$ cat src/rtl/fpt_pkg.sv
package fpt_pkg;
	// Register indices; byte address is four times the index
	localparam logic [7:0] IDX_T12 = 8'hC3;
	localparam logic [7:0] IDX_T34 = 8'hC4;
	localparam logic [7:0] IDX_GPO = 8'hC5;
	localparam logic [7:0] IDX_FORCE = 8'hC6;
	localparam logic [7:0] IDX_MON = 8'hC7;
	localparam logic [7:0] IDX_BIND = 8'hC8;
	localparam logic [7:0] IDX_CTL = 8'hC9;
	localparam logic [7:0] IDX_SPIN = 8'hCA;
	localparam logic [7:0] IDX_AUX = 8'hD8;
	localparam logic [7:0] IDX_STAT = 8'hD9;
	localparam int IDX_LSB = 2;
	localparam int IDX_MSB = 9;
	localparam logic [21:0] ADDR_HI_ZERO = 22'h000000;
	localparam logic [2:0] HSIZE_WORD = 3'h2;
	localparam logic [7:0] RST_MON = 8'h11;
	localparam logic [7:0] RST_REG = 8'h00;

	// Field positions
	localparam int B_OVR = 0;
	localparam int B_INV = 1;
	localparam int B_LOCK_EN = 2;
	localparam int B_LOCK = 3;
	localparam int B_MASK1 = 4;
	localparam int B_MASK2 = 5;
	localparam int B_FORCE1 = 6;
	localparam int B_FORCE2 = 7;
	localparam int B_FINE34 = 0;
	localparam int B_SHORT = 1;
	localparam int B_BIND_RAMP = 4;
	localparam int B_SUDUR_MSB = 4;

	// Duty codes: 0 is off, F is continuous
	localparam logic [3:0] DUTY_OFF = 4'h0;
	localparam logic [3:0] DUTY_FULL = 4'hF;
	localparam logic [3:0] MIN_DUTY_TOP = 4'hC;
	localparam logic [3:0] PWM_LAST_PHASE = 4'hE;

	// Timing
	localparam int SYS_CLK_HZ = 100_000_000;
	localparam int THR_CLK_HZ = 22_500;
	localparam int MS_PER_S = 1000;
	localparam int TICK_CYCLES = SYS_CLK_HZ / THR_CLK_HZ;
	localparam int MS_CYCLES = SYS_CLK_HZ / MS_PER_S;
	localparam int SLOT_CYCLES = 260;
	localparam int RAMP_STEP_MS = 50;
	localparam int THR_PERIOD_TICKS = 80;
	localparam int THR_STEP_TICKS = 5;
	localparam logic [18:0] MON_BASE_MS = 19'h002DA;
	localparam logic [3:0] MON_CODE_MAX = 4'h9;

	function automatic logic [14:0] spin_ms(input logic [3:0] code);
		case (code)
			4'h1: spin_ms = 15'h0064;
			4'h2: spin_ms = 15'h00FA;
			4'h3: spin_ms = 15'h0190;
			4'h4: spin_ms = 15'h02BC;
			4'h5: spin_ms = 15'h03E8;
			4'h6: spin_ms = 15'h07D0;
			4'h7: spin_ms = 15'h0FA0;
			4'h8: spin_ms = 15'h1770;
			4'h9: spin_ms = 15'h1F40;
			4'hA: spin_ms = 15'h2710;
			4'hB: spin_ms = 15'h2EE0;
			4'hC: spin_ms = 15'h36B0;
			4'hD: spin_ms = 15'h3E80;
			4'hE: spin_ms = 15'h4650;
			4'hF: spin_ms = 15'h4E20;
			default: spin_ms = 15'h0000;
		endcase
	endfunction : spin_ms
endpackage : fpt_pkg

$ cat src/rtl/fpt_throttle_wave.sv
`timescale 1ns/1ps
module fpt_throttle_wave (
	input wire logic core_clk_i,
	input wire logic sys_rst_i,
	input wire logic tick_i,
	input wire logic [3:0] duty_sel_i,
	output logic wave_o
);
	typedef struct packed {
		logic [6:0] cnt;
		logic wave;
	} fpt_wave_type;

	fpt_wave_type st_q;
	fpt_wave_type st_d;
	logic [6:0] limit;

	always_comb begin
		st_d = st_q;
		limit = 7'(fpt_pkg::THR_STEP_TICKS * (int'(duty_sel_i) + 1));
		if (tick_i) begin
			if (st_q.cnt == 7'(fpt_pkg::THR_PERIOD_TICKS - 1)) begin
				st_d.cnt = 7'h00;
			end else begin
				st_d.cnt = st_q.cnt + 7'h01;
			end
		end
		st_d.wave = st_q.cnt < limit;
	end

	always_ff @(posedge core_clk_i) begin
		if (sys_rst_i) begin
			st_q <= '0;
		end else begin
			st_q <= st_d;
		end
	end

	assign wave_o = st_q.wave;
endmodule : fpt_throttle_wave

$ cat src/rtl/fpt_fan_throttle.sv
// Design decision made here: register access over AHB-Lite.
`timescale 1ns/1ps
// Function
// - Table pair hysteresis from low nibble
// - Fine bit halves tables three/four resolution
// - Below base temperature request min-duty code
// - Output bit one pulls pin low
// - Mask stops regulator-hot driving throttle
// - Force bit drives throttle waveform
// - Short option drives both throttle outputs
// - Throttle period is eighty slow ticks
// - Asserted five ticks per duty step
// - Monitor interval doubles per code step up to code 9
// - Binding bits attach sources to channel
// - Tables look up, hot sources ramp
// - Largest bound request wins
// - Override field joins as a request
// - Override readback shows duty in use
// - Readback zero during spin-up
// - Inversion bit flips output polarity
// - Lock enable lets throttle set lock
// - Lock holds full duty until cleared
// - Spin-up drives spin duty, zero disables
// - Spin-up on zero to nonzero change
module fpt_fan_throttle #(
	parameter int TICK_CYCLES = fpt_pkg::TICK_CYCLES,
	parameter int MS_CYCLES = fpt_pkg::MS_CYCLES,
	parameter int SLOT_CYCLES = fpt_pkg::SLOT_CYCLES,
	parameter int RAMP_MS = fpt_pkg::RAMP_STEP_MS
) (
	input wire logic core_clk_i,
	input wire logic sys_rst_i,
	input wire logic hsel_i,
	input wire logic [31:0] haddr_i,
	input wire logic [1:0] htrans_i,
	input wire logic hwrite_i,
	input wire logic [2:0] hsize_i,
	input wire logic [31:0] hwdata_i,
	input wire logic hready_i,
	output logic [31:0] hrdata_o,
	output logic hreadyout_o,
	output logic hresp_o,
	input wire logic [31:0] table_temp_i,
	input wire logic [31:0] table_base_i,
	input wire logic [15:0] table_step_duty_i,
	input wire logic cpu1_throttle_signal_i,
	input wire logic cpu2_throttle_signal_i,
	input wire logic regulator1_hot_input_i,
	input wire logic regulator2_hot_input_i,
	input wire logic [7:0] gpio_pin_i,
	output logic [7:0] output_pulldown_o,
	output logic [7:0] output_pulldown_oe_o,
	output logic cpu1_throttle_o,
	output logic cpu2_throttle_o,
	output logic fan_pwm_o
);
	localparam int TW = $clog2(TICK_CYCLES + 1);
	localparam int MW = $clog2(MS_CYCLES + 1);
	localparam int SW = $clog2(SLOT_CYCLES + 1);
	localparam int RW = $clog2(RAMP_MS + 1);

	typedef struct packed {
		logic [7:0] t12;
		logic [7:0] t34;
		logic [7:0] general_output_pulldown;
		logic [7:0] force_ctl;
		logic [7:0] mon;
		logic [7:0] src_bind;
		logic [7:0] ctl;
		logic [7:0] spin;
		logic [7:0] aux;
		logic wr_pend;
		logic [7:0] wr_idx;
		logic [31:0] rdata;
		logic ready;
		logic [TW-1:0] tick_cnt;
		logic tick;
		logic [MW-1:0] ms_cnt;
		logic ms;
		logic [RW-1:0] ramp_cnt;
		logic [3:0][3:0] ramp;
		logic [3:0] hold;
		logic [SW-1:0] slot_cnt;
		logic [3:0] phase;
		logic lock;
		logic spin_act;
		logic [14:0] spin_cnt;
		logic [3:0] duty;
		logic [3:0] drive;
		logic [1:0][18:0] mon_cnt;
		logic [1:0] mon_seen;
		logic [1:0] mon_flag;
		logic pwm;
		logic thr1;
		logic thr2;
		logic [7:0] pd_oe;
	} fpt_state_type;

	fpt_state_type st_q;
	fpt_state_type st_d;
	logic wave;
	logic acc;
	logic sel;
	logic lock_clr;
	logic lock_ev;
	logic ramp_step;
	logic [3:0] best;
	logic [3:0] req;
	logic [3:0] src_on;
	logic [3:0] spin_code;
	logic [3:0] mon_code;
	logic [8:0] thr;
	logic [31:0] rd;

	function automatic logic [3:0] dmax(input logic [3:0] a,
		input logic [3:0] b);
		dmax = (a > b) ? a : b;
	endfunction : dmax

	// Unmapped codes of the min-duty field fall back to full speed
	function automatic logic [3:0] min_map(input logic [3:0] code);
		min_map = (code > fpt_pkg::MIN_DUTY_TOP) ? fpt_pkg::DUTY_FULL : code;
	endfunction : min_map

	function automatic logic [8:0] hyst_half(input logic [3:0] h,
		input logic fine);
		hyst_half = fine ? {5'h00, h} : {4'h0, h, 1'b0};
	endfunction : hyst_half

	fpt_throttle_wave u_wave (
		.core_clk_i(core_clk_i),
		.sys_rst_i(sys_rst_i),
		.tick_i(st_q.tick),
		.duty_sel_i(st_q.force_ctl[3:0]),
		.wave_o(wave)
	);

	always_comb begin
		rd = 32'h0000_0000;
		case (haddr_i[fpt_pkg::IDX_MSB:fpt_pkg::IDX_LSB])
			fpt_pkg::IDX_T12: rd[7:0] = st_q.t12;
			fpt_pkg::IDX_T34: rd[7:0] = st_q.t34;
			fpt_pkg::IDX_GPO: rd[7:0] = st_q.general_output_pulldown;
			fpt_pkg::IDX_FORCE: rd[7:0] = st_q.force_ctl;
			fpt_pkg::IDX_MON: rd[7:0] = st_q.mon;
			fpt_pkg::IDX_BIND: rd[7:0] = st_q.src_bind;
			fpt_pkg::IDX_CTL: rd[7:0] = {st_q.spin_act ? fpt_pkg::DUTY_OFF :
				st_q.duty, st_q.lock, st_q.ctl[2:0]};
			fpt_pkg::IDX_SPIN: rd[7:0] = st_q.spin;
			fpt_pkg::IDX_AUX: rd[7:0] = st_q.aux;
			fpt_pkg::IDX_STAT: rd[10:0] = {st_q.spin_act, st_q.mon_flag,
				gpio_pin_i};
			default: rd = 32'h0000_0000;
		endcase
	end

	always_comb begin
		st_d = st_q;
		acc = hsel_i && hready_i && htrans_i[1] &&
			hsize_i == fpt_pkg::HSIZE_WORD;
		sel = haddr_i[31:10] == fpt_pkg::ADDR_HI_ZERO;
		lock_clr = 1'b0;
		lock_ev = 1'b0;
		ramp_step = 1'b0;
		best = fpt_pkg::DUTY_OFF;
		req = fpt_pkg::DUTY_OFF;
		thr = 9'h000;
		src_on = {regulator2_hot_input_i, regulator1_hot_input_i,
			cpu2_throttle_signal_i, cpu1_throttle_signal_i};
		spin_code = {st_q.spin[fpt_pkg::B_SUDUR_MSB], st_q.spin[7:5]};
		mon_code = fpt_pkg::DUTY_OFF;

		// Zero wait state slave, always OKAY
		st_d.ready = 1'b1;
		st_d.wr_pend = 1'b0;
		if (acc) begin
			st_d.wr_pend = hwrite_i && sel;
			st_d.wr_idx = haddr_i[fpt_pkg::IDX_MSB:fpt_pkg::IDX_LSB];
			if (!hwrite_i) begin
				st_d.rdata = sel ? rd : 32'h0000_0000;
			end
		end
		if (st_q.wr_pend) begin
			case (st_q.wr_idx)
				fpt_pkg::IDX_T12: st_d.t12 = hwdata_i[7:0];
				fpt_pkg::IDX_T34: st_d.t34 = hwdata_i[7:0];
				fpt_pkg::IDX_GPO: st_d.general_output_pulldown = hwdata_i[7:0];
				fpt_pkg::IDX_FORCE: st_d.force_ctl = hwdata_i[7:0];
				fpt_pkg::IDX_MON: st_d.mon = hwdata_i[7:0];
				fpt_pkg::IDX_BIND: st_d.src_bind = hwdata_i[7:0];
				fpt_pkg::IDX_CTL: begin
					st_d.ctl = {hwdata_i[7:4], 1'b0, hwdata_i[2:0]};
					lock_clr = !hwdata_i[fpt_pkg::B_LOCK];
				end
				fpt_pkg::IDX_SPIN: st_d.spin = hwdata_i[7:0];
				fpt_pkg::IDX_AUX: st_d.aux = {6'h00, hwdata_i[1:0]};
				default: ;
			endcase
		end

		// Timebases: slow throttle tick and millisecond tick
		st_d.tick = st_q.tick_cnt == TW'(TICK_CYCLES - 1);
		st_d.tick_cnt = st_d.tick ? '0 : st_q.tick_cnt + TW'(1);
		st_d.ms = st_q.ms_cnt == MW'(MS_CYCLES - 1);
		st_d.ms_cnt = st_d.ms ? '0 : st_q.ms_cnt + MW'(1);
		if (st_q.ms) begin
			ramp_step = st_q.ramp_cnt == RW'(RAMP_MS - 1);
			st_d.ramp_cnt = ramp_step ? '0 : st_q.ramp_cnt + RW'(1);
		end

		lock_ev = st_q.ctl[fpt_pkg::B_LOCK_EN] &&
			((st_q.src_bind[fpt_pkg::B_BIND_RAMP] &&
			cpu1_throttle_signal_i) ||
			(st_q.src_bind[fpt_pkg::B_BIND_RAMP + 1] &&
			cpu2_throttle_signal_i));
		// Set beats a clearing write in the same cycle
		st_d.lock = lock_ev || (st_q.lock && !lock_clr);

		for (int i = 0; i < 4; i++) begin
			thr = {table_base_i[8*i+7], table_base_i[8*i+:8]} +
				hyst_half(i < 2 ? st_q.t12[3:0] : st_q.t34[3:0],
				i < 2 ? 1'b0 : st_q.aux[fpt_pkg::B_FINE34]);
			if ($signed(table_temp_i[8*i+:8]) <
				$signed(table_base_i[8*i+:8])) begin
				st_d.hold[i] = 1'b1;
			end else if ($signed({table_temp_i[8*i+7],
				table_temp_i[8*i+:8]}) >= $signed(thr)) begin
				st_d.hold[i] = 1'b0;
			end
			req = st_q.hold[i] ? min_map(i < 2 ? st_q.t12[7:4] :
				st_q.t34[7:4]) : table_step_duty_i[4*i+:4];
			if (st_q.src_bind[i]) begin
				best = dmax(best, req);
			end
			// Hot sources ramp up and down
			if (ramp_step) begin
				if (src_on[i] && st_q.ramp[i] != fpt_pkg::DUTY_FULL) begin
					st_d.ramp[i] = st_q.ramp[i] + 4'h1;
				end else if (!src_on[i] && st_q.ramp[i] != fpt_pkg::DUTY_OFF)
					begin
					st_d.ramp[i] = st_q.ramp[i] - 4'h1;
				end
			end
			if (st_q.src_bind[fpt_pkg::B_BIND_RAMP + i]) begin
				best = dmax(best, st_q.ramp[i]);
			end
		end
		if (st_q.ctl[fpt_pkg::B_OVR]) begin
			best = dmax(best, st_q.ctl[7:4]);
		end
		if (st_q.lock) begin
			best = fpt_pkg::DUTY_FULL;
		end
		st_d.duty = best;

		if (st_q.duty == fpt_pkg::DUTY_OFF && best != fpt_pkg::DUTY_OFF &&
			st_q.spin[3:0] != fpt_pkg::DUTY_OFF &&
			fpt_pkg::spin_ms(spin_code) != 15'h0000) begin
			st_d.spin_act = 1'b1;
			st_d.spin_cnt = fpt_pkg::spin_ms(spin_code);
		end else if (st_q.spin_act) begin
			if (best == fpt_pkg::DUTY_OFF || st_q.spin_cnt == 15'h0000) begin
				st_d.spin_act = 1'b0;
			end else if (st_q.ms) begin
				st_d.spin_cnt = st_q.spin_cnt - 15'h0001;
			end
		end
		st_d.drive = st_q.spin_act ? st_q.spin[3:0] : st_q.duty;

		// Fifteen phase slots so code F stays on for the whole period
		st_d.slot_cnt = st_q.slot_cnt + SW'(1);
		if (st_q.slot_cnt == SW'(SLOT_CYCLES - 1)) begin
			st_d.slot_cnt = '0;
			st_d.phase = (st_q.phase == fpt_pkg::PWM_LAST_PHASE) ?
				4'h0 : st_q.phase + 4'h1;
		end
		st_d.pwm = (st_q.phase < st_q.drive) ^ st_q.ctl[fpt_pkg::B_INV];

		for (int c = 0; c < 2; c++) begin
			mon_code = st_q.mon[4*c+:4];
			if (mon_code > fpt_pkg::MON_CODE_MAX) begin
				mon_code = fpt_pkg::MON_CODE_MAX;
			end
			st_d.mon_seen[c] = st_q.mon_seen[c] | src_on[c];
			if (st_q.ms) begin
				if (st_q.mon_cnt[c] == 19'h00000) begin
					st_d.mon_cnt[c] = (fpt_pkg::MON_BASE_MS << mon_code) -
						19'h00001;
					st_d.mon_flag[c] = st_q.mon_seen[c];
					st_d.mon_seen[c] = src_on[c];
				end else begin
					st_d.mon_cnt[c] = st_q.mon_cnt[c] - 19'h00001;
				end
			end
		end

		st_d.thr1 = ((st_q.force_ctl[fpt_pkg::B_FORCE1] ||
			(st_q.aux[fpt_pkg::B_SHORT] &&
			st_q.force_ctl[fpt_pkg::B_FORCE2])) && wave) ||
			(regulator1_hot_input_i && !st_q.force_ctl[fpt_pkg::B_MASK1]);
		st_d.thr2 = ((st_q.force_ctl[fpt_pkg::B_FORCE2] ||
			(st_q.aux[fpt_pkg::B_SHORT] &&
			st_q.force_ctl[fpt_pkg::B_FORCE1])) && wave) ||
			(regulator2_hot_input_i && !st_q.force_ctl[fpt_pkg::B_MASK2]);
		st_d.pd_oe = st_q.general_output_pulldown;
	end

	always_ff @(posedge core_clk_i) begin
		if (sys_rst_i) begin
			st_q <= '0;
			st_q.mon <= fpt_pkg::RST_MON;
		end else begin
			st_q <= st_d;
		end
	end

	assign hrdata_o = st_q.rdata;
	assign hreadyout_o = st_q.ready;
	assign hresp_o = st_q.wr_pend & 1'b0;
	assign output_pulldown_o = st_q.pd_oe & fpt_pkg::RST_REG;
	assign output_pulldown_oe_o = st_q.pd_oe;
	assign cpu1_throttle_o = st_q.thr1;
	assign cpu2_throttle_o = st_q.thr2;
	assign fan_pwm_o = st_q.pwm;
endmodule : fpt_fan_throttle

$ cat config.mk
export PLATFORM = sky130hd
export DESIGN_NAME = fpt_fan_throttle
export DESIGN_NICKNAME = d
export VERILOG_FILES = /design/src/rtl/fpt_pkg.sv /design/src/rtl/fpt_throttle_wave.sv /design/src/rtl/fpt_fan_throttle.sv
export SDC_FILE = /design/constraint.sdc
export NUM_CORES = 1
export LEC_CHECK = 0
export CORE_UTILIZATION = 50
export DETAILED_ROUTE_END_ITERATION = 7
export DONT_BUFFER_PORTS = 1
export HOLD_SLACK_MARGIN = 0.1
export SYNTH_ARGS = -nofsm -noshare
export SYNTH_HDL_FRONTEND = slang
export SYNTH_SLANG_ARGS = --single-unit
export TNS_END_PERCENT = 30
$ cat constraint.sdc
create_clock -name core_clk_i -period 16.5 [get_ports core_clk_i]
set_input_delay 0.825 -clock core_clk_i [delete_from_list [all_inputs] [get_ports core_clk_i]]
set_output_delay 0.825 -clock core_clk_i [all_outputs]
set_load 0.005 [all_outputs]
Word level (Yosys, flattened, before mapping)
Memory sizes are Yosys's and may differ from the RTL's. A register that Yosys moved wholly into a read port is not among the register bits.
Index checks and enable logic that the tools add are counted.
Widths: inputs -> output; s select.
{"block": "word_totals", "mem_count": 2, "ff_bits": 264, "latch_bits": 0, "mem_bits_rw": 0, "rom_bits": 448}
{"name": "(no name shown)", "words": 16, "width": 14, "rd": 1, "rd_clocked_by_memory_dff": 1, "write_ports": 0, "line": "fpt_pkg.sv:54", "rtl": "case (code)"}
{"name": "(no name shown)", "words": 16, "width": 14, "rd": 1, "rd_clocked_by_memory_dff": 1, "write_ports": 0, "line": "fpt_pkg.sv:54"}
{"block": "op_classes", "bitwise_logic": 5, "n_reduce_logical": 84, "order_cmp": 23, "shift": 2, "n_div": 0, "addsub": 24, "muxes": 85, "mul": 1, "eq_ne": 31}
{"operator": "$mux 4", "count": 46}
{"operator": "$eq 8x8->1 const B", "count": 19}
{"operator": "$mux 150", "count": 1}
{"operator": "$pmux 8 s10", "count": 1}
{"operator": "$mux 19", "count": 4}
{"operator": "$sub 19x1->19 const B", "count": 4}
{"operator": "$logic_not 19->1", "count": 2}
{"operator": "$shl 10x4->19 const A", "count": 2}
{"operator": "$ge 8x9->1", "count": 4}
{"operator": "$gt 4x4->1", "count": 8}
{"operator": "$lt 8x8->1", "count": 4}
{"operator": "$mul 4x32->7 const A", "count": 1}
{"operator": "$mux 16", "count": 2}
{"operator": "$reduce_and 2->1", "count": 16}
{"operator": "$mux 15", "count": 2}
{"operator": "$add 8x6->9", "count": 3}
{"operator": "$mux 13", "count": 2}
{"operator": "$logic_and 1x1->1", "count": 25}
{"operator": "$reduce_bool 4->1", "count": 6}
{"operator": "$logic_not 22->1", "count": 1}
{"operator": "$add 4x1->4 const B", "count": 5}
{"operator": "$mux 1", "count": 20}
{"operator": "$reduce_bool 2->1", "count": 10}
{"operator": "$add 17x1->17 const B", "count": 1}
{"operator": "other kinds (37)", "count": 66}

Depth between registers and ports, before layout
Gate-level depths: netlist of run 1.
{"block": "logic_depth", "word_depth": 37, "mapped_depth": 62, "ltp_nobuf": 57}

By module
From an unflattened synthesis of run 1, not the netlist that was laid out.
{"block": "hier_totals", "cells_unflattened": 2123, "hier_area_um2": 17458.0}
{"mod": "fpt_fan_throttle", "area_per_inst_um2": 16778.6, "cells_per_inst": 2048, "n_inst": 1, "seq_area_each_um2": 4984.8}
{"mod": "fpt_throttle_wave", "area_per_inst_um2": 679.4, "cells_per_inst": 75, "n_inst": 1, "seq_area_each_um2": 160.2}

Least setup slack after synthesis of run 1
No wires, ideal clock.
{"block": "synth_path", "kind": "input-to-reg", "start": "input port table_step_duty_i[3]", "end": "register st_q[64] (netlist name)", "arrival_time_ns": 12.024, "path_slack_ns": 4.372, "path_stages": 57, "setup_time_ns": 0.103, "path_buffers": 3, "cell_sequence": "mux2i_1 nor2_1 ha_1 and4_1 nand2_1 a21boi_1 mux2_2 ha_1 nor2b_1 o211a_1 a2bb2oi_2 buf_6 and3_4 nor2_1 ha_1 and4_1 o21a_1 and2_1 [21 not listed] inv_1 ha_1 and3b_1 a2111oi_2 o21ai_2 nand2_1 o21ai_0 ha_1 o21ai_0 a21oi_1 o21ai_1 a211oi_1 or3b_1 o221ai_1 o21ai_2 o211a_4 a21boi_1 a2111oi_2"}
{"block": "synth_between", "elab_chain_cells": 35, "elab_cells_between_ends": 40, "cone_classes": "order compare: 9; eq/ne: 1; mux: 21; reduce/logical: 9"}
{"item": "start, declared", "line": "fpt_fan_throttle.sv:45", "rtl": "input wire logic [15:0] table_step_duty_i,"}
{"item": "$mux 4 *", "line": "fpt_fan_throttle.sv:230", "rtl": "req = st_q.hold[i] ? min_map(i < 2 ? st_q.t12[7:4] :"}
{"item": "$gt 1x4->1", "line": "fpt_fan_throttle.sv:117", "rtl": "dmax = (a > b) ? a : b;"}
{"item": "$mux 4 *", "line": "fpt_fan_throttle.sv:117"}
{"item": "$mux 4 *", "line": "fpt_fan_throttle.sv:232", "rtl": "if (st_q.src_bind[i]) begin"}
{"item": "$gt 4x4->1", "line": "fpt_fan_throttle.sv:117"}
{"item": "$mux 4", "line": "fpt_fan_throttle.sv:117"}
{"item": "$mux 4 *", "line": "fpt_fan_throttle.sv:244", "rtl": "if (st_q.src_bind[fpt_pkg::B_BIND_RAMP + i]) begin"}
{"item": "$gt 4x4->1", "line": "fpt_fan_throttle.sv:117"}
{"item": "[18 not listed]"}
{"item": "$mux 4", "line": "fpt_fan_throttle.sv:117"}
{"item": "$mux 4 *", "line": "fpt_fan_throttle.sv:248", "rtl": "if (st_q.ctl[fpt_pkg::B_OVR]) begin"}
{"item": "$mux 4 *", "line": "fpt_fan_throttle.sv:251", "rtl": "if (st_q.lock) begin"}
{"item": "$reduce_bool 4->1", "line": "fpt_fan_throttle.sv:256", "rtl": "if (st_q.duty == fpt_pkg::DUTY_OFF && best != fpt_pkg::DUTY_OFF &&"}
{"item": "$logic_and 1x1->1 (2 in a row)", "line": "fpt_fan_throttle.sv:256"}
{"item": "$logic_and 1x1->1", "line": "fpt_fan_throttle.sv:257", "rtl": "st_q.spin[3:0] != fpt_pkg::DUTY_OFF &&"}
{"item": "$ne 2x2->1 (no source line) or $reduce_bool 2->1 (tied branches)"}
{"item": "$reduce_and 3->1 (no source line)"}
{"item": "end signal, assigned", "line": "fpt_fan_throttle.sv:313", "rtl": "st_q <= st_d;"}
{"item": "end, declared", "line": "fpt_fan_throttle.sv:99", "rtl": "fpt_state_type st_q;"}
Mark *: on every way between the ends. The rest lies on a longest branch, timed or not.
A chain may end at the register's enable or synchronous reset.

Worst setup path in the final report of run 1
{"block": "layout_path", "start": "register st_q[262] (netlist name)", "end": "register st_q[70] (netlist name)"}
{"block": "layout_between", "elab_chain_cells": 37, "elab_cells_between_ends": 43, "cone_classes": "order compare: 10; eq/ne: 1; mux: 23; reduce/logical: 9"}
{"item": "$gt 4x4->1", "line": "fpt_fan_throttle.sv:122", "rtl": "min_map = (code > fpt_pkg::MIN_DUTY_TOP) ? fpt_pkg::DUTY_FULL : code;"}
{"item": "$mux 4 *", "line": "fpt_fan_throttle.sv:122"}
{"item": "$mux 4", "line": "fpt_fan_throttle.sv:230"}
{"item": "$gt 1x4->1", "line": "fpt_fan_throttle.sv:117"}
{"item": "$mux 4", "line": "fpt_fan_throttle.sv:117"}
{"item": "$mux 4", "line": "fpt_fan_throttle.sv:232"}
{"item": "$gt 4x4->1", "line": "fpt_fan_throttle.sv:117"}
{"item": "$mux 4", "line": "fpt_fan_throttle.sv:117"}
{"item": "[20 not listed]"}
{"item": "$mux 4", "line": "fpt_fan_throttle.sv:117"}
{"item": "$mux 4 *", "line": "fpt_fan_throttle.sv:248"}
{"item": "$mux 4 *", "line": "fpt_fan_throttle.sv:251"}
{"item": "$reduce_bool 4->1", "line": "fpt_fan_throttle.sv:256"}
{"item": "$logic_and 1x1->1 (2 in a row)", "line": "fpt_fan_throttle.sv:256"}
{"item": "$logic_and 1x1->1", "line": "fpt_fan_throttle.sv:257"}
{"item": "$ne 2x2->1 (no source line) or $reduce_bool 2->1 (tied branches)"}
{"item": "$reduce_and 3->1 (no source line)"}
Marked as above.

==> results.py, run 1 <==
metrics = {
    "critical_path": {
        "worstPathArrival_ps": 14680,
        "critical_path.slowest_cell": "sky130_fd_sc_hd__a21oi_1",
        "timing.critical_path.to_type": "register",
        "reg2reg_setup_slack_ps": 2270,
        "worst-endpoint-required_ps": 16950,
        "highest_fanout_seen_on_the_critical_path": 18,
        "critical-path-top-cell-by-count": "sky130_fd_sc_hd__ha_1",
        "critPathKind": "reg2reg",
        "cpPeakStageDelay_ps": 670,
        "cpLargestDelayFamily": "compound AO/OA/AOI/OAI gates",
        "cp_startpoint": "st_q[262]$_SDFFE_PP0P_",
        "crit-reg2reg-launch": "st_q[262]$_SDFFE_PP0P_",
        "crit_path_start_kind": "register",
        "critical_path.n_buffers_inverters": 2,
    },
    "logic_synthesis": {
        "syn-cell-area_mm2": 0.0174,
        "synth_cell_type_count": 92,
        "async_reset_ff_frac": 0,
        "synthCells": 2123,
        "synth_ff_type": "sky130_fd_sc_hd__dfxtp_1",
        "seq_area_frac_synth": 0.296,
        "synth-edff-count": 0,
        "synth_seq_cells": 257,
        "synth_area_per_cell_um2": 8.19,
        "synth-warning-count": 0,
    },
    "global_route": {
        "grt_max_degree": 195,
        "grt_antenna_before_repair": 5,
        "grt_use_total": 0.243,
        "via_count_of_the_first_global_routing_pass": 13700,
        "gr-total-overflow": 0,
        "grt_pass1_wl_um": 70800,
    },
    "cells_and_area": {
        "post_layout_nonfiller_instances": 2525,
        "layout.cells.most_common_list": "sky130_fd_sc_hd__nor2_1, sky130_fd_sc_hd__dfxtp_1, sky130_fd_sc_hd__ha_1",
        "syn_to_final_growth_pct": 5.89,
        "drive_above_1_share": 0.0487,
        "fin_nets": 2394,
        "commonest_non_fill_non_tap_cell_in_the_layout": "sky130_fd_sc_hd__nor2_1",
    },
    "placement": {
        "placement.io_buffers": 0,
        "last_weighted_congestion_value_of_the_routability_driven_placer": 0.921,
        "dp.final_hpwl_um": 33000,
        "placedCellCount": 2474,
    },
    "floorplanning": {
        "die_width_um": 188,
        "floorplan.core_area_mm2": 0.0339,
        "initial_utilization": 0.513,
        "ios": 219,
        "fp.dieArea_mm2": 0.0355,
        "rows": 67,
        "die-height_um": 188,
    },
    "timing": {
        "max_freq_mhz": 70.3,
        "maxSlewViolCount": 0,
        "final_min_period_over_clock_period": 0.862,
        "final.min_clock_period_ps": 14230,
        "slew_headroom": 0.340,
        "worst_pin_slew_ps": 987,
        "setup_repair_after_global_routing_missed_its_margin": "no",
        "timing.final.setup_violations": 0,
        "summed_negative_setup_slack_over_all_endpoints_ps": 0,
        "finalHoldViolations": 0,
        "worst_case_clock_skew_ps": 18.5,
    },
    "cts": {
        "cts.repair.resized": 0,
        "cts_tree": "yes",
        "cts_max_path_buffers": 3,
        "root_buffer": "sky130_fd_sc_hd__clkbuf_16",
        "clk_pin_slew_ps": 60,
        "cts_setup_buffers": 0,
        "cts_num_sinks": 257,
        "h-tree-depth": 1,
        "clkLatencyLatePin_ps": 560,
        "cts-buffers-inserted": 28,
        "cts_hold_repair.buffers": 0,
    },
    "detailed_routing": {
        "drt-initial-drc-count": 942,
        "route.vias.total": 14500,
        "drt-wirelength-per-cell_um": 17.5,
        "antenna_violating_nets_post_route": 0,
        "drt_drc_violations_left": 0,
        "detail_route.vias_per_cell": 5.75,
        "totalWireLength_um": 44100,
        "drt_pre_antenna_iters": 6,
    },
    "power_and_ir_drop": {
        "p_total_mw": 1.37,
        "pwr_density_cell_mw_per_mm2": 74.3,
        "cellLeakagePower_nw": 7.39,
        "vdd_drop_max_mv": 0.0628,
    },
    "flow_run": {
        "maxCapViolCount": 0,
    },
    "worst_hold_path": {
        "hold_path_startpoint": "sys_rst_i",
        "hold_path.class": "in2reg",
    },
    "status": {
        "run_status": "finished clean",
    },
}
==> registers in the layout, summed over array words and instances, names as in the netlist, named ones only <==
signal	cells
fan_pwm_o	1
cpu1_throttle_o	1
hreadyout_o	1
st_q	200
u_wave.st_q	7
st_d	8
hrdata_o	11
u_wave.wave_o	1
spin_code	4
output_pulldown_oe_o	8
cpu2_throttle_o	1
==> power breakdown <==
group          switching (mW)  leakage [nW]  internal, mW
registers             0.00506          2.07         0.624
logic                  0.0331          4.83        0.0307
clock network           0.261         0.492         0.414
==> final timing paths <==
kind,to,cells past startpoint
setup / recovery,st_q[70]$_SDFFE_PP0P_,55
setup reg to reg,st_q[70]$_SDFFE_PP0P_,55
hold reg to reg,st_q[136]$_SDFF_PP0_,1
hold / removal,st_q[64]$_SDFFE_PP0P_,1
==> synthesized netlist by cell type, types with 5 or more instances <==
cell                        number  area share
sky130_fd_sc_hd__ha_1          163        0.12
sky130_fd_sc_hd__xnor2_1        67       0.034
sky130_fd_sc_hd__a21o_1         43       0.019
sky130_fd_sc_hd__nand2_1       153       0.033
sky130_fd_sc_hd__dfxtp_1       257        0.30
sky130_fd_sc_hd__a211oi_1       22      0.0095
sky130_fd_sc_hd__and4_1          7      0.0035
sky130_fd_sc_hd__o21a_1         18      0.0078
sky130_fd_sc_hd__a22oi_1        29       0.013
sky130_fd_sc_hd__nand2b_1       32       0.012
sky130_fd_sc_hd__nor3_1         37       0.011
sky130_fd_sc_hd__clkbuf_1       66       0.014
sky130_fd_sc_hd__nor3b_1         6      0.0026
sky130_fd_sc_hd__mux2i_1       111       0.064
sky130_fd_sc_hd__a221oi_1        5      0.0025
sky130_fd_sc_hd__a22o_1          7      0.0035
sky130_fd_sc_hd__nor2b_1        57       0.021
sky130_fd_sc_hd__xor2_1         38       0.019
sky130_fd_sc_hd__a2111oi_2       5      0.0043
sky130_fd_sc_hd__o21ai_0        91       0.026
sky130_fd_sc_hd__fa_1            9       0.010
sky130_fd_sc_hd__a31oi_1        23      0.0083
sky130_fd_sc_hd__nand4_1        36       0.013
sky130_fd_sc_hd__buf_1          10      0.0022
sky130_fd_sc_hd__nand3b_1        7      0.0030
sky130_fd_sc_hd__nand3_1        41       0.012
sky130_fd_sc_hd__o31ai_1         7      0.0030
sky130_fd_sc_hd__or2_2           5      0.0018
sky130_fd_sc_hd__o22ai_1         5      0.0018
sky130_fd_sc_hd__a21oi_1       116       0.033
sky130_fd_sc_hd__a311oi_1        9      0.0045
sky130_fd_sc_hd__buf_4          49       0.021
sky130_fd_sc_hd__buf_2           5      0.0014
sky130_fd_sc_hd__inv_1         107       0.023
sky130_fd_sc_hd__or3_1          11      0.0040
sky130_fd_sc_hd__or4_1           5      0.0022
sky130_fd_sc_hd__and3_1         18      0.0065
sky130_fd_sc_hd__o211ai_1       12      0.0052
sky130_fd_sc_hd__o211a_1         5      0.0029
sky130_fd_sc_hd__mux2_2          8      0.0052
sky130_fd_sc_hd__nor2_1        301       0.065
sky130_fd_sc_hd__and2_1         11      0.0040
sky130_fd_sc_hd__nor4b_1         6      0.0030
sky130_fd_sc_hd__nor4_1         28       0.010
==> kinds of logic (layout without fill, tap and decap cells) <==
group                      after synthesis  in the layout  synth area share
AOI/OAI and AO/OA                      449            449             0.173
other                                    1             32          0.000216
muxes                                  120            120            0.0697
adders and majority gates              172            172             0.128
DFF                                    257            257             0.296
xor gates and xnor gates               105            105            0.0529
buffers and inverters                  241            164            0.0634
and+or+nand+nor                        778            778             0.218
==> layer usage <==
| metal | global-route usage | part of all wire | vias to the layer above |
|---|---|---|---|
| met5 | 0 | 0.00075 | - |
| met3 | 0.0462 | 0.066 | 68 |
| met1 | 0.322 | 0.45 | 6803 |
| li1 | - | - | 7290 |
| met4 | 0.0689 | 0.026 | 4 |
| met2 | 0.402 | 0.45 | 363 |
==> worst register-to-register path, delay by kind of cell, from the launching register on <==
family | cells | cell delay [ps]
AO/OA/AOI/OAI | 30 | 8150
AND/OR/NAND/NOR | 14 | 2500
flip-flops | 1 | 510
buffers and inverters | 2 | 160
adder cells (fa/ha/maj) | 8 | 2400
multiplexers | 1 | 410
==> final cells by class <==
class	instances	area [µm²]
Fill cell	3251	15500
Multi-Input combinational cell	1654	11300
Sequential cell	257	5150
Clock buffer	36	791
Tap cell	448	561
Inverter	110	413
Clock inverter	13	204
Timing Repair Buffer	5	37.5
Antenna cell	2	5.00
==> metrics by stage <==
stage,setup WS [ps],hold WS (ps),utilization,instance area (µm²)
after floorplan,4370,413,-,17500
after global placement,2650,421,0.514,17400
after detailed placement,2380,444,0.514,17400
after CTS,2470,310,0.544,18400
after global routing,1310,318,0.544,18400
final,2270,338,0.544,18400
Power figures use the tool's default switching activity.
==> inputs of run 2 (changes only) <==
--- a/config.mk
+++ b/config.mk
@@ -6,9 +6,11 @@
 export NUM_CORES = 1
 export LEC_CHECK = 0
 export CORE_UTILIZATION = 50
+export CTS_BUF_LIST = sky130_fd_sc_hd__clkbuf_4 sky130_fd_sc_hd__clkbuf_8 sky130_fd_sc_hd__clkbuf_16
 export DETAILED_ROUTE_END_ITERATION = 7
 export DONT_BUFFER_PORTS = 1
 export HOLD_SLACK_MARGIN = 0.1
+export PLACE_DENSITY = 0.68
 export SYNTH_ARGS = -nofsm -noshare
 export SYNTH_HDL_FRONTEND = slang
 export SYNTH_SLANG_ARGS = --single-unit
==> constraint.sdc (replaced) <==
create_clock -name core_clk_i -period 11.8 [get_ports core_clk_i]
set_input_delay 0.59 -clock core_clk_i [delete_from_list [all_inputs] [get_ports core_clk_i]]
set_output_delay 0.59 -clock core_clk_i [all_outputs]
set_load 0.005 [all_outputs]
==> run 2 against run 1 <==
Flip-flop and latch count is the same. Global-route usage increased by 0.34 points. Largest power group unchanged. Routed wire length up 3.7%. Clock skew shrank 6.6 ps. Maximum frequency grew 25%. Cell count grew 3.9%.
==> results.py, run 2 (synthesis gave the netlist of run 1 again) <==
metrics = {
    "status": {
        "run_status": "finished clean",
    },
    "cells_and_area": {
        "syn_to_final_growth_pct": 12.7,
        "stdcell_area_mm2": 0.0196,
        "fin_nets": 2489,
        "drive_above_1_share": 0.116,
        "largest-register": "st_q",
        "largest_reg_flops": 200,
        "layout.cells.most_common_list": "sky130_fd_sc_hd__nor2_1, sky130_fd_sc_hd__dfxtp_1, sky130_fd_sc_hd__ha_1",
        "post-route-util": 0.579,
        "commonest_non_fill_non_tap_cell_in_the_layout": "sky130_fd_sc_hd__nor2_1",
        "post_layout_nonfiller_instances": 2624,
    },
    "timing": {
        "summed_negative_setup_slack_over_all_endpoints_ps": 0,
        "slew_headroom": 0.245,
        "maxSlewViolCount": 0,
        "max_freq_mhz": 87.5,
        "finalHoldViolations": 0,
        "timing.final.setup_violations": 0,
        "final_critical_path_setup_slack_ps": 374,
        "holdWs_ps": 103,
        "final.min_clock_period_ps": 11430,
        "worst_case_clock_skew_ps": 11.8,
        "final_min_period_over_clock_period": 0.968,
        "worst_pin_slew_ps": 1130,
    },
    "critical_path": {
        "worstPathArrival_ps": 11870,
        "worst_r2r_path_depth": 58,
        "cpPeakStageDelay_ps": 400,
        "critPathKind": "reg2reg",
        "regToRegEndpoint": "st_q[75]$_SDFFE_PP0P_",
        "cp_startpoint": "st_q[262]$_SDFFE_PP0P_",
        "crit-reg2reg-launch": "st_q[262]$_SDFFE_PP0P_",
        "worst-endpoint-required_ps": 12240,
        "highest_fanout_seen_on_the_critical_path": 8,
        "timing.critical_path.to_type": "register",
        "timing.critical_path.to": "st_q[75]$_SDFFE_PP0P_",
        "reg2reg_setup_slack_ps": 370,
        "critical_path.slowest_cell": "sky130_fd_sc_hd__a2111o_1",
        "crit_path_start_kind": "register",
    },
    "placement": {
        "last_weighted_congestion_value_of_the_routability_driven_placer": 0.962,
        "dp.final_hpwl_um": 34000,
        "placedCellCount": 2550,
        "dp_worst_setup_slack_ps": -486,
        "detailed_place.area_mm2": 0.0180,
        "placement.io_buffers": 0,
    },
    "detailed_routing": {
        "antenna_violating_nets_post_route": 0,
        "drt-initial-drc-count": 1058,
        "route.vias.total": 15100,
        "drt-wirelength-per-cell_um": 17.4,
        "drt_drc_violations_left": 0,
        "totalWireLength_um": 45700,
        "detail_route.vias_per_cell": 5.76,
        "drt_pre_antenna_iters": 6,
    },
    "floorplanning": {
        "rows": 67,
        "initial_utilization": 0.513,
        "ios": 219,
        "die-height_um": 188,
        "die_width_um": 188,
        "fp.dieArea_mm2": 0.0355,
        "floorplan.core_area_mm2": 0.0339,
    },
    "global_route": {
        "grt_pass1_wl_um": 72100,
        "grt_max_degree": 195,
        "gr-total-overflow": 0,
        "grt_use_total": 0.247,
        "via_count_of_the_first_global_routing_pass": 14300,
        "grt_antenna_before_repair": 7,
    },
    "cts": {
        "h-tree-depth": 1,
        "cts-buffers-inserted": 29,
        "clkLatencyLatePin_ps": 560,
        "clk_pin_slew_ps": 60,
        "cts_tree": "yes",
        "cts_num_sinks": 257,
        "root_buffer": "sky130_fd_sc_hd__clkbuf_16",
        "cts_max_path_buffers": 3,
    },
    "power_and_ir_drop": {
        "p_total_mw": 1.97,
        "sequentialPowerShare": 0.446,
        "power.internal_mw": 1.53,
        "power.clock.fraction": 0.504,
        "net-switching-power_mw": 0.443,
        "pwr_density_cell_mw_per_mm2": 101,
        "vdd_drop_max_mv": 0.102,
        "combPwrFrac": 0.050,
        "cellLeakagePower_nw": 7.93,
        "switching_share_of_total_power": 0.225,
    },
    "flow_run": {
        "maxCapViolCount": 0,
    },
    "worst_hold_path": {
        "hold_path_startpoint": "sys_rst_i",
        "hold_path.class": "in2reg",
    },
}
## run 2: cell count changes in the layout (fill, tap and decap cells not counted), moves of 5 or more
cell | before | now
sky130_fd_sc_hd__o21ai_4 | 1 | 6
sky130_fd_sc_hd__ha_1 | 163 | 156
sky130_fd_sc_hd__ha_4 | 0 | 6
sky130_fd_sc_hd__o21ai_0 | 91 | 85
sky130_fd_sc_hd__a21oi_2 | 1 | 6
sky130_fd_sc_hd__a211oi_1 | 22 | 17
sky130_fd_sc_hd__a21oi_1 | 116 | 111
sky130_fd_sc_hd__buf_4 | 5 | 94
sky130_fd_sc_hd__dfxtp_1 | 256 | 250
## run 2: layer usage
metal  share of wire  GRT usage  wire length [µm]
met2            0.47      0.418             21400
met3           0.072     0.0484              3300
met5         0.00074          0                34
met4           0.028     0.0791              1300
met1            0.43      0.313             19700
## run 2: worst min-delay path by stage
stage	cells past startpoint	endpoint	slack, ps
2_1_floorplan	1	st_q[136]$_SDFF_PP0_	410
3_3_place_gp	1	st_q[136]$_SDFF_PP0_	420
3_5_place_dp	1	st_q[136]$_SDFF_PP0_	440
4_1_cts	1	cpu2_throttle_o$_SDFF_PP0_	100
5_1_grt	1	st_q[61]$_SDFFE_PP0P_	100
6_report	1	st_q[72]$_SDFFE_PP0P_	100
## run 2: cell type report
cell class | instances | area, µm²
multi-input cells | 1654 | 11600
diodes | 4 | 10.0
repair buffers | 99 | 783
clock buffers | 34 | 788
flip-flops and latches | 257 | 5160
well taps | 448 | 561
inverters | 110 | 413
fillers | 3037 | 14300
clock inverters | 18 | 268
## run 2: what timing repair did
action,CTS,global route
hold buffers,0,1
endpoints found under the setup margin,16,17
cloned,0,1
resized for setup,15,63
pin swaps,2,44
setup buffers,1,15
hold endpoints to repair,0,2
## run 2: power groups by stage
stage	Clock (mW)	Combinational (mW)	Sequential, mW
2_1_floorplan	0	0.0961	0.895
3_3_place_gp	0	0.0881	0.899
3_5_place_dp	0	0.0928	0.899
4_1_cts	1.01	0.0941	0.880
5_1_grt	1.05	0.113	0.879
6_report	0.995	0.0984	0.879
## run 2: worst max-delay path, delay by kind of cell (launching register included)
family,cells,cell delay [ps]
fa+ha+maj,8,2190
flops,1,370
simple gates,13,1610
compound gates,27,5290
buf+inv,7,960
mux,3,850
